### src/rtl/hrci_pkg.sv
`default_nettype none
package hrci_pkg;
	// ------------------------------------------------------------
	// Holding register layout
	// ------------------------------------------------------------
	localparam int NODES = 4;
	localparam int REG_PER_NODE = 16;
	localparam int MEM_AW = 6;
	localparam int MEM_WORDS = NODES * REG_PER_NODE;
	localparam logic [4:0] IDX_ACK = 5'd7;
	localparam logic [4:0] IDX_MSG = 5'd8;
	localparam logic [4:0] IDX_CTRL = 5'd15;
	localparam logic [4:0] IDX_DATA = 5'd16;
	localparam logic [3:0] OFF_ACK = 4'(IDX_ACK - 5'd1);
	localparam logic [3:0] OFF_MSG = 4'(IDX_MSG - 5'd1);
	localparam logic [3:0] OFF_CTRL = 4'(IDX_CTRL - 5'd1);
	localparam logic [3:0] OFF_DATA = 4'(IDX_DATA - 5'd1);
	localparam logic [15:0] RST_WORD = 16'h0000;
	// ------------------------------------------------------------
	// Control codes and message values
	// ------------------------------------------------------------
	localparam logic [7:0] CODE_RESET_ERR = 8'h04;
	localparam logic [7:0] CODE_IGNORE_ERR = 8'h05;
	localparam logic [7:0] CODE_DISABLE_ERR = 8'h06;
	localparam logic [7:0] NODE_FIRST = 8'h01;
	localparam logic [7:0] NODE_LAST = 8'h2f;
	localparam logic [15:0] MSG_DISABLED = 16'h00fe;
	localparam logic [7:0] CODE_WRITE_IO1 = 8'h81;
	localparam logic [7:0] PARAM_SAMPLE = 8'h03;
	localparam logic [7:0] CODE_PRESET_LO = 8'h8f;
	localparam logic [7:0] CODE_PRESET_HI = 8'h90;
	// ------------------------------------------------------------
	// Output unit codes and full scales (uA, mV, counts)
	// ------------------------------------------------------------
	localparam logic [7:0] UNIT_MA_0_20 = 8'h07;
	localparam logic [7:0] UNIT_SMA_4_20A = 8'h08;
	localparam logic [7:0] UNIT_SMA_4_20B = 8'h09;
	localparam logic [7:0] UNIT_V_0_10 = 8'h0a;
	localparam logic [7:0] UNIT_CNT16 = 8'h0b;
	localparam logic [7:0] UNIT_MA_4_20 = 8'h0c;
	localparam logic [15:0] FS_20MA = 16'h4e20;
	localparam logic [15:0] FS_16MA = 16'h3e80;
	localparam logic [15:0] BASE_4MA = 16'h0fa0;
	localparam logic [15:0] FS_10V = 16'h2710;
	// ------------------------------------------------------------
	// Timing
	// ------------------------------------------------------------
	localparam int CLK_PS = 5000;
	localparam longint TICK_PS = 62_500_000_000;
	localparam int TICK_CYCLES = int'((TICK_PS + CLK_PS - 1) / CLK_PS);
	localparam int POLL_MAX = 16;
	// ------------------------------------------------------------
	// Host APB registers
	// ------------------------------------------------------------
	localparam logic [7:0] HA_GO = 8'h00;
	localparam logic [7:0] HA_NODE = 8'h04;
	localparam logic [7:0] HA_ADDR = 8'h08;
	localparam logic [7:0] HA_WORD = 8'h0c;
	localparam logic [7:0] HA_DATA = 8'h10;
	localparam logic [7:0] HA_STATUS = 8'h14;
	localparam logic [7:0] HA_RDATA = 8'h18;
	localparam int GO_PARAM = 0;
	localparam int GO_READ = 1;
	localparam int GO_WRITE = 2;
	localparam int ST_BUSY = 0;
	localparam int ST_DONE = 1;
	localparam int ST_MATCH = 2;
	localparam int ST_LERR = 3;
	typedef enum logic [2:0] {H_IDLE, H_DATA, H_CTRL, H_POLL, H_RAW} hrci_hstate_t;
endpackage : hrci_pkg
`default_nettype wire

### src/rtl/hrci_link_if.sv
`timescale 1ns/100ps
`default_nettype none
// Holding register link between host controller and device
interface hrci_link_if;
	logic req;
	logic we;
	logic [15:0] addr;
	logic [15:0] wdata;
	logic [15:0] rdata;
	logic ack;
	logic err;
	modport device (input req, we, addr, wdata, output rdata, ack, err);
	modport host (output req, we, addr, wdata, input rdata, ack, err);
endinterface : hrci_link_if
`default_nettype wire

### src/rtl/hrci_device.sv
`timescale 1ns/100ps
`default_nettype none
module hrci_device #(
	parameter int TICK_CYCLES = hrci_pkg::TICK_CYCLES
) (
	// Clock and reset
	input wire logic pclk,
	input wire logic presetn,
	// Holding register link
	hrci_link_if.device link,
	// Error message reports
	input wire logic err_valid,
	input wire logic [7:0] err_node,
	input wire logic [7:0] err_code,
	// Counter events and node outputs
	input wire logic [hrci_pkg::NODES-1:0][1:0] count_pulse,
	output logic [hrci_pkg::NODES-1:0][1:0][31:0] event_count,
	output logic [hrci_pkg::NODES-1:0][15:0] sample_interval,
	output logic [hrci_pkg::NODES-1:0] sample_strobe,
	output logic [hrci_pkg::NODES-1:0] error_ignored,
	// Output scaling
	input wire logic scale_start,
	input wire logic [7:0] scale_unit,
	input wire logic [15:0] scale_value,
	input wire logic [15:0] scale_null,
	input wire logic [15:0] scale_span,
	output logic [15:0] scale_out,
	output logic scale_done
);
	import hrci_pkg::*;

	// ------------------------------------------------------------
	// Link decode
	// ------------------------------------------------------------
	logic [15:0] mem [MEM_WORDS];
	logic [15:0] reg_off;
	logic [4:0] idx;
	logic hit;
	logic take;
	logic host_wr;

	// Register number minus one splits into node and local offset
	assign reg_off = link.addr - 16'h0001;
	assign idx = {1'b0, reg_off[3:0]} + 5'd1;
	assign hit = (link.addr != 16'h0000) && (reg_off[15:MEM_AW] == '0);
	assign take = link.req && !link.ack;
	// Acknowledge register is read-only to the host
	assign host_wr = take && link.we && hit && (idx != IDX_ACK);

	// Answer one cycle after the request is taken
	always_ff @(posedge pclk or negedge presetn) begin
		if (!presetn) begin
			link.ack <= 1'b0;
			link.err <= 1'b0;
			link.rdata <= RST_WORD;
		end else begin
			link.ack <= take;
			link.err <= take && !hit;
			if (take) begin
				link.rdata <= hit ? mem[reg_off[MEM_AW-1:0]] : RST_WORD;
			end
		end
	end

	// ------------------------------------------------------------
	// Command decode
	// ------------------------------------------------------------
	logic pend;
	logic [1:0] pend_node;
	logic [15:0] cword;
	logic [15:0] cdata;
	logic [7:0] code;
	logic [7:0] arg;
	logic gw;
	logic tnode_ok;
	logic [1:0] tnode;
	logic do_reset;
	logic do_ignore;
	logic do_disable;
	logic do_sample;
	logic do_plo;
	logic do_phi;
	logic known;

	// A write to the control word arms one command
	always_ff @(posedge pclk or negedge presetn) begin
		if (!presetn) begin
			pend <= 1'b0;
			pend_node <= 2'b00;
		end else begin
			pend <= host_wr && (idx == IDX_CTRL);
			pend_node <= reg_off[5:4];
		end
	end

	// Data register is read here, so it must already hold the value
	assign cword = mem[{pend_node, OFF_CTRL}];
	assign cdata = mem[{pend_node, OFF_DATA}];
	assign code = cword[15:8];
	assign arg = cword[7:0];
	assign gw = pend && (pend_node == 2'b00);
	assign tnode_ok = (arg >= NODE_FIRST) && (arg <= NODE_LAST)
		&& (arg < 8'(NODES));
	assign tnode = arg[1:0];
	assign do_reset = gw && tnode_ok && (code == CODE_RESET_ERR);
	assign do_ignore = gw && tnode_ok && (code == CODE_IGNORE_ERR);
	assign do_disable = gw && tnode_ok && (code == CODE_DISABLE_ERR);
	assign do_sample = pend && (code == CODE_WRITE_IO1)
		&& (arg == PARAM_SAMPLE);
	assign do_plo = pend && (code == CODE_PRESET_LO);
	assign do_phi = pend && (code == CODE_PRESET_HI);
	assign known = do_reset || do_ignore || do_disable || do_sample
		|| do_plo || do_phi;

	// ------------------------------------------------------------
	// Error message capture
	// ------------------------------------------------------------
	logic [1:0] enode;
	logic [5:0] emsg_addr;
	logic [15:0] cur_msg;
	logic err_store;

	assign enode = err_node[1:0];
	assign emsg_addr = {enode, OFF_MSG};

	// Same-cycle clears are seen first so a new error is not lost
	always_comb begin
		cur_msg = mem[emsg_addr];
		if (host_wr && (reg_off[MEM_AW-1:0] == emsg_addr)) begin
			cur_msg = link.wdata;
		end
		if (do_reset && (tnode == enode)) begin
			cur_msg = RST_WORD;
		end
		if (do_disable && (tnode == enode)) begin
			cur_msg = MSG_DISABLED;
		end
	end

	// Zero never replaces anything; higher code wins priority
	assign err_store = err_valid && (err_node < 8'(NODES))
		&& !error_ignored[enode] && (cur_msg != MSG_DISABLED)
		&& (err_code != 8'h00)
		&& ({8'h00, err_code} > cur_msg);

	// ------------------------------------------------------------
	// Holding register file
	// ------------------------------------------------------------
	// Device zeroes a message only on reset, the reset command or a host write to it
	always_ff @(posedge pclk or negedge presetn) begin
		if (!presetn) begin
			for (int i = 0; i < MEM_WORDS; i++) begin
				mem[i] <= RST_WORD;
			end
		end else begin
			if (host_wr) begin
				mem[reg_off[MEM_AW-1:0]] <= link.wdata;
			end
			if (known) begin
				mem[{pend_node, OFF_ACK}] <= cword;
			end
			if (do_reset) begin
				mem[{tnode, OFF_MSG}] <= RST_WORD;
			end
			if (do_disable) begin
				mem[{tnode, OFF_MSG}] <= MSG_DISABLED;
			end
			if (err_store) begin
				mem[emsg_addr] <= {8'h00, err_code};
			end
		end
	end

	// Ignore flag per node, cleared by the reset command
	always_ff @(posedge pclk or negedge presetn) begin
		if (!presetn) begin
			error_ignored <= '0;
		end else begin
			if (do_reset) begin
				error_ignored[tnode] <= 1'b0;
			end
			if (do_ignore) begin
				error_ignored[tnode] <= 1'b1;
			end
		end
	end

	// ------------------------------------------------------------
	// Event counters
	// ------------------------------------------------------------
	// Preset beats a coincident count on the half it loads
	always_ff @(posedge pclk or negedge presetn) begin
		if (!presetn) begin
			event_count <= '0;
		end else begin
			for (int n = 0; n < NODES; n++) begin
				for (int k = 0; k < 2; k++) begin
					if (count_pulse[n][k]) begin
						event_count[n][k] <= event_count[n][k] + 32'd1;
					end
					if (pend_node == 2'(n) && arg[k]) begin
						if (do_plo) begin
							event_count[n][k][15:0] <= cdata;
						end
						if (do_phi) begin
							event_count[n][k][31:16] <= cdata;
						end
					end
				end
			end
		end
	end

	// ------------------------------------------------------------
	// Sample timing
	// ------------------------------------------------------------
	logic [31:0] tick_cnt;
	logic tick;
	logic [NODES-1:0][15:0] samp_cnt;

	assign tick = (tick_cnt == 32'(TICK_CYCLES - 1));

	// Shared base tick of 62.5 ms
	always_ff @(posedge pclk or negedge presetn) begin
		if (!presetn) begin
			tick_cnt <= 32'h0000_0000;
		end else begin
			tick_cnt <= tick ? 32'h0000_0000 : tick_cnt + 32'd1;
		end
	end

	// Interval of zero stops sampling; a rewrite restarts the count
	always_ff @(posedge pclk or negedge presetn) begin
		if (!presetn) begin
			sample_interval <= '0;
			samp_cnt <= '0;
			sample_strobe <= '0;
		end else begin
			for (int n = 0; n < NODES; n++) begin
				sample_strobe[n] <= 1'b0;
				if (do_sample && pend_node == 2'(n)) begin
					sample_interval[n] <= cdata;
					samp_cnt[n] <= 16'h0000;
				end else if (tick && sample_interval[n] != 16'h0000) begin
					if (samp_cnt[n] + 16'd1 >= sample_interval[n]) begin
						samp_cnt[n] <= 16'h0000;
						sample_strobe[n] <= 1'b1;
					end else begin
						samp_cnt[n] <= samp_cnt[n] + 16'd1;
					end
				end
			end
		end
	end

	// ------------------------------------------------------------
	// Output unit scaling
	// ------------------------------------------------------------
	logic [15:0] s_full;
	logic [15:0] s_base;
	logic s_signed;
	logic s_pass;
	logic [17:0] diff;
	logic [33:0] prod;
	logic [33:0] quo;
	logic [15:0] scaled;

	// One wide divider: slow path, but only used once per request
	always_comb begin
		s_full = 16'h0000;
		s_base = 16'h0000;
		s_signed = 1'b0;
		s_pass = 1'b0;
		case (scale_unit)
			UNIT_MA_0_20: s_full = FS_20MA;
			UNIT_SMA_4_20A, UNIT_SMA_4_20B: begin
				s_base = BASE_4MA;
				s_full = FS_16MA;
				s_signed = 1'b1;
			end
			UNIT_V_0_10: s_full = FS_10V;
			UNIT_CNT16: s_pass = 1'b1;
			UNIT_MA_4_20: begin
				s_base = BASE_4MA;
				s_full = FS_16MA;
			end
			default: ;
		endcase
		if (s_signed) begin
			diff = {{2{scale_value[15]}}, scale_value}
				- {{2{scale_null[15]}}, scale_null};
		end else begin
			diff = {2'b00, scale_value} - {2'b00, scale_null};
		end
		prod = 34'(diff[16:0]) * 34'(s_full);
		if (scale_span == 16'h0000) begin
			quo = 34'(s_full);
		end else begin
			quo = prod / 34'(scale_span);
		end
		if (quo > 34'(s_full)) begin
			quo = 34'(s_full);
		end
		if (diff[17]) begin
			quo = 34'h0;
		end
		scaled = s_pass ? scale_value : s_base + quo[15:0];
	end

	// Result held until the next request
	always_ff @(posedge pclk or negedge presetn) begin
		if (!presetn) begin
			scale_out <= 16'h0000;
			scale_done <= 1'b0;
		end else begin
			scale_done <= scale_start;
			if (scale_start) begin
				scale_out <= scaled;
			end
		end
	end

endmodule : hrci_device
`default_nettype wire

### src/flat_wrapper.sv
// flat-port wrapper written by rule: the top's interface ports become plain ports
module hrci_device_flat import hrci_pkg::*;
#(
	parameter int TICK_CYCLES = hrci_pkg::TICK_CYCLES
)
  (pclk, presetn, err_valid, err_node, err_code, count_pulse, event_count, sample_interval, sample_strobe, error_ignored, scale_start, scale_unit, scale_value, scale_null, scale_span, scale_out, scale_done, link_req, link_we, link_addr, link_wdata, link_rdata, link_ack, link_err);
  hrci_link_if link_i ();
  input wire logic pclk;
  input wire logic presetn;
  input wire logic err_valid;
  input wire logic [7:0] err_node;
  input wire logic [7:0] err_code;
  input wire logic [hrci_pkg::NODES-1:0][1:0] count_pulse;
  output logic [hrci_pkg::NODES-1:0][1:0][31:0] event_count;
  output logic [hrci_pkg::NODES-1:0][15:0] sample_interval;
  output logic [hrci_pkg::NODES-1:0] sample_strobe;
  output logic [hrci_pkg::NODES-1:0] error_ignored;
  input wire logic scale_start;
  input wire logic [7:0] scale_unit;
  input wire logic [15:0] scale_value;
  input wire logic [15:0] scale_null;
  input wire logic [15:0] scale_span;
  output logic [15:0] scale_out;
  output logic scale_done;
  input wire logic [$bits(link_i.req)-1:0] link_req;
  input wire logic [$bits(link_i.we)-1:0] link_we;
  input wire logic [$bits(link_i.addr)-1:0] link_addr;
  input wire logic [$bits(link_i.wdata)-1:0] link_wdata;
  output wire logic [$bits(link_i.rdata)-1:0] link_rdata;
  output wire logic [$bits(link_i.ack)-1:0] link_ack;
  output wire logic [$bits(link_i.err)-1:0] link_err;
  assign link_i.req = link_req;
  assign link_i.we = link_we;
  assign link_i.addr = link_addr;
  assign link_i.wdata = link_wdata;
  assign link_rdata = link_i.rdata;
  assign link_ack = link_i.ack;
  assign link_err = link_i.err;
  hrci_device #(.TICK_CYCLES(TICK_CYCLES)) u_core (.pclk(pclk), .presetn(presetn), .link(link_i), .err_valid(err_valid), .err_node(err_node), .err_code(err_code), .count_pulse(count_pulse), .event_count(event_count), .sample_interval(sample_interval), .sample_strobe(sample_strobe), .error_ignored(error_ignored), .scale_start(scale_start), .scale_unit(scale_unit), .scale_value(scale_value), .scale_null(scale_null), .scale_span(scale_span), .scale_out(scale_out), .scale_done(scale_done));
endmodule
### config.mk
export PLATFORM = sky130hd
export DESIGN_NAME = hrci_device_flat
export DESIGN_NICKNAME = d
export VERILOG_FILES = /design/src/rtl/hrci_pkg.sv /design/src/rtl/hrci_link_if.sv /design/src/rtl/hrci_device.sv /design/src/flat_wrapper.sv
export SDC_FILE = /design/constraint.sdc
export NUM_CORES = 2
export LEC_CHECK = 0
export ABC_CLOCK_PERIOD_IN_PS = 17400
export BUFFER_PORTS_ARGS = -buffer_cell sky130_fd_sc_hd__clkbuf_2
export CAP_MARGIN = 20
export CORE_MARGIN = 4
export CORE_UTILIZATION = 58
export DETAILED_ROUTE_END_ITERATION = 6
export PLACE_DENSITY = 0.76
export SLEW_MARGIN = 10
export SYNTH_ARGS = -nofsm -noshare
export SYNTH_HDL_FRONTEND = slang
export SYNTH_SLANG_ARGS = --single-unit
### constraint.sdc
create_clock -name pclk -period 17.4 [get_ports pclk]
set_input_delay 1.74 -clock pclk [delete_from_list [all_inputs] [get_ports pclk]]
set_output_delay 1.74 -clock pclk [all_outputs]
set_load 0.05 [all_outputs]
==> run_summary.xml <==
<?xml version="1.0" encoding="UTF-8"?>
<metrics>
  <group name="flow_run">
    <metric name="drv.max_cap_violation_count" unit="">0</metric>
  </group>
  <group name="floorplan">
    <metric name="die_area" unit="µm²">187000</metric>
    <metric name="die_h" unit="µm">432.4</metric>
    <metric name="initial_core_util" unit="%">58.44</metric>
    <metric name="die_width" unit="µm">432.4</metric>
    <metric name="placement_rows" unit="">155</metric>
    <metric name="pin_count" unit="">481</metric>
    <metric name="core-area" unit="µm²">178800</metric>
  </group>
  <group name="clocking">
    <metric name="cts_tree" unit="">done</metric>
    <metric name="clockRootBuffer" unit="">clkbuf_16</metric>
    <metric name="clkSinkCount" unit="">1486</metric>
    <metric name="clkLatencyLatePin" unit="ns">0.84</metric>
    <metric name="worst_setup_hold_path_clk_slew" unit="ns">0.06</metric>
    <metric name="clockBufferDepth" unit="">3</metric>
    <metric name="cts_inserted_buffers" unit="">151</metric>
    <metric name="cts_max_level" unit="">4</metric>
  </group>
  <group name="worst_setup_path">
    <metric name="reg2reg_from" unit="">u_core.pend_node[0]</metric>
    <metric name="critPathLaunchType" unit="">primary input</metric>
    <metric name="ff2ff_path_depth" unit="">24</metric>
    <metric name="regToRegSetupSlack" unit="ns">9.75</metric>
    <metric name="critical-path-slowest-cell" unit="">or4_4</metric>
    <metric name="worst-path-max-fanout" unit="">9</metric>
    <metric name="worst_path_largest_cell_delay" unit="ns">0.52</metric>
    <metric name="worst-endpoint-required" unit="ns">18.08</metric>
    <metric name="setup.worst_path.start" unit="">scale_value[1]</metric>
    <metric name="endpoint_kind" unit="">flip-flop</metric>
    <metric name="r2r_endpoint" unit="">u_core.mem[392]</metric>
    <metric name="critical-path-top-cell-by-count" unit="">o21a_1</metric>
    <metric name="setup_crit_path_kind" unit="">in -&gt; reg</metric>
    <metric name="worst-path-buf-inv" unit="">44</metric>
    <metric name="cp_data_arrival_time" unit="ns">93.32</metric>
    <metric name="timing.critical_path.max_delay_family" unit="">compound AO/OA/AOI/OAI gates</metric>
  </group>
  <group name="min_path">
    <metric name="whs_endpoint" unit="">u_core.error_ignored[0]</metric>
    <metric name="timing.hold.worst.start" unit="">u_core.error_ignored[0]</metric>
    <metric name="worst_hold_path.num_cells" unit="">0</metric>
    <metric name="hold_path.class" unit="">reg -&gt; reg</metric>
  </group>
  <group name="global_route">
    <metric name="grt_start_max_net_pins" unit="">176</metric>
    <metric name="grt_pass1_wl" unit="mm">618.7</metric>
    <metric name="grt_antenna_before_repair" unit="">18</metric>
    <metric name="grt.total_usage" unit="%">41.96</metric>
    <metric name="globalRouteOverflowTotal" unit="">0</metric>
    <metric name="vias_in_the_first_global_route" unit="">109500</metric>
  </group>
  <group name="layout">
    <metric name="area_growth" unit="%">32.63</metric>
    <metric name="layout.cell_area.non_filler" unit="µm²">138600</metric>
    <metric name="mostFrequentLayoutCells" unit="">2667 x buf_4, 1484 x dfrtp_1, 1060 x nand2_1</metric>
    <metric name="finish.cell_count_without_fillers" unit="">16560</metric>
    <metric name="layout-drive-gt1-share" unit="%">37.46</metric>
    <metric name="final_common_cell" unit="">buf_4</metric>
    <metric name="fill_cells" unit="">11410</metric>
    <metric name="finalNetCount" unit="">14990</metric>
  </group>
  <group name="sta">
    <metric name="maxSlewHeadroom" unit="%">13.27</metric>
    <metric name="postLayoutSetupSlackWorst" unit="ns">-75.24</metric>
    <metric name="finalSetupViolations" unit="">16</metric>
    <metric name="tightestPinTransition" unit="ns">1.301</metric>
    <metric name="hold_violations" unit="">0</metric>
    <metric name="timing.hold.ws" unit="ns">0.4337</metric>
    <metric name="fin_worst_skew" unit="ns">0.07265</metric>
    <metric name="report.final.slew_viol_count" unit="">0</metric>
    <metric name="crit_share_post_route" unit="%">532.4</metric>
    <metric name="tns" unit="ns">-1194.02</metric>
    <metric name="final.min_clock_period" unit="ns">92.64</metric>
    <metric name="clock.fmax" unit="GHz">0.01079</metric>
    <metric name="rsz0062_at_grt" unit="">true</metric>
  </group>
  <group name="detailed_routing">
    <metric name="wl_met3" unit="mm">46.03</metric>
    <metric name="final_antenna_net_count" unit="">0</metric>
    <metric name="highest_layer" unit="">met5</metric>
    <metric name="drt_iter0_drc" unit="">12960</metric>
    <metric name="detail_route.drc_violations" unit="">20</metric>
    <metric name="firstDrtPassIters" unit="">7</metric>
    <metric name="routed-via-count" unit="">109100</metric>
    <metric name="viasPerCell" unit="">6.589</metric>
    <metric name="post_drt_wl_per_cell" unit="µm">25.06</metric>
    <metric name="drt_wl_total" unit="mm">414.9</metric>
    <metric name="route.met2.wl" unit="mm">186.6</metric>
    <metric name="detail_route.wirelength.met1" unit="mm">145.5</metric>
  </group>
  <group name="place">
    <metric name="hpwlAfterDp" unit="mm">273.5</metric>
    <metric name="port_buffers" unit="">480</metric>
    <metric name="cells_after_dpl" unit="">15650</metric>
    <metric name="dpl_cell_area" unit="µm²">125500</metric>
    <metric name="place.gp.congestion" unit="">1.004</metric>
  </group>
  <group name="synth">
    <metric name="synthesis.nets" unit="">12180</metric>
    <metric name="synth_edf_count" unit="">0</metric>
    <metric name="ys_top_cells_by_area" unit="">dfrtp_1 36%, mux2_2 11%, ha_1 8.0%</metric>
    <metric name="ys.flop_type" unit="">dfrtp_1</metric>
    <metric name="synth.largest_area_cell" unit="">dfrtp_1</metric>
    <metric name="warnings_from_yosys" unit="">0</metric>
    <metric name="post-synth-top-area-fraction" unit="%">35.59</metric>
    <metric name="sequential_area_share_after_synthesis" unit="%">35.59</metric>
    <metric name="synthesis.area" unit="µm²">104500</metric>
    <metric name="synth_area_per_cell" unit="µm²">9.267</metric>
    <metric name="yosysUniqueCellTypes" unit="">122</metric>
    <metric name="ys_seq_elements" unit="">1486</metric>
    <metric name="async_flop_share" unit="%">100.0</metric>
    <metric name="post_synth_inst_count" unit="">11280</metric>
  </group>
  <group name="run_status">
    <metric name="violations" unit="">design-rule violations, negative setup slack</metric>
    <metric name="run_status" unit="">finished, violations left</metric>
  </group>
</metrics>
## per-stage QoR
| step | setup slack [ns] | util, % |
|---|---|---|
| 2_1_floorplan | -78.15 | - |
| 3_3_place_gp | -73.29 | 70.16 |
| 3_5_place_dp | -76.34 | 70.17 |
| 4_1_cts | -71.82 | 76.05 |
| 5_1_grt | -79.08 | 77.49 |
| 6_report | -75.24 | 77.50 |
## Yosys cell counts, drive strengths merged (30+ instances only)
cell,n
a21o,163
fa,119
and3,137
and2,71
o211ai,61
o21a,215
ha,672
o21ai,468
nand2b,124
dfrtp,1486
nor3,270
a21oi,669
nand3,319
o31ai,91
xnor2,371
buf,79
o22ai,554
a211oi,42
xor2,238
a31oi,95
or3,47
clkbuf,511
nand2,1104
nand4,120
nor2b,85
mux2i,95
nor4,195
mux2,1066
or2,73
a21boi,30
inv,369
nor2,907
## logic make-up after synthesis
logic type      share of synthesized area [%]
other cells                          0.003589
mux                                     12.90
flops                                   35.59
simple gates                            16.12
fa+ha+maj                               10.34
buf+inv                                 3.518
compound gates                          16.41
xor+xnor                                5.119
## how the worst max path moves through the flow
stage / to / slack [ns] / cells after the start
6_report: u_core.scale_out[13] / -75.24 / 495
2_1_floorplan: u_core.scale_out[15] / -78.15 / 529
3_5_place_dp: u_core.scale_out[15] / -76.34 / 475
4_1_cts: u_core.scale_out[15] / -71.82 / 492
5_1_grt: u_core.scale_out[13] / -79.08 / 497
3_3_place_gp: u_core.scale_out[15] / -73.29 / 463
## layout make-up
cell class / instances / area [µm²] / area share [%]
tap: 2355 / 2947 / 2.126
multi-input combinational: 8831 / 68120 / 49.16
clock buffer: 206 / 4267 / 3.079
antenna: 5 / 12.51 / 0.009029
inverter: 374 / 1429 / 1.031
sequential: 1486 / 37190 / 26.84
timing repair buffer: 3235 / 23620 / 17.04
clock inverter: 63 / 997.2 / 0.7196
## worst reg2reg max path: stages (launching register included)
cell      delay (ns)
dfrtp_4         0.84
buf_4           0.65
mux2i_1         1.00
nor2_1          0.45
a21o_1          0.41
or2_2           0.35
nand3_1         0.09
nor4_1          0.06
nor2b_1         0.17
buf_4           0.20
and2_1          0.21
and3_1          0.24
nor2_1          0.13
nor2_1          0.07
ha_1            0.32
nand4_1         0.16
o211ai_1        0.13
a211oi_1        0.27
nand2_1         0.11
a31o_2          0.22
a21oi_1         0.14
nand2_1         0.13
nor2_1          0.66
a21o_1          0.41
a21oi_1         0.10
## repair_timing
action,CTS,global route
hold buffers,0,0
setup buffers,456,153
endpoints found under the setup margin,16,16
gates resized for setup,355,236
cloned,8,0
pin swaps,344,304
## routing by layer
layer,GRT usage [%],vias up
met2,67.12,7636
met3,10.75,2483
met1,49.51,52360
met4,29.36,24
met5,0.1041,-
li1,-,46590
Power is not shown: default switching activity piles up to over one toggle a cycle in this logic, so the estimate is an artifact.
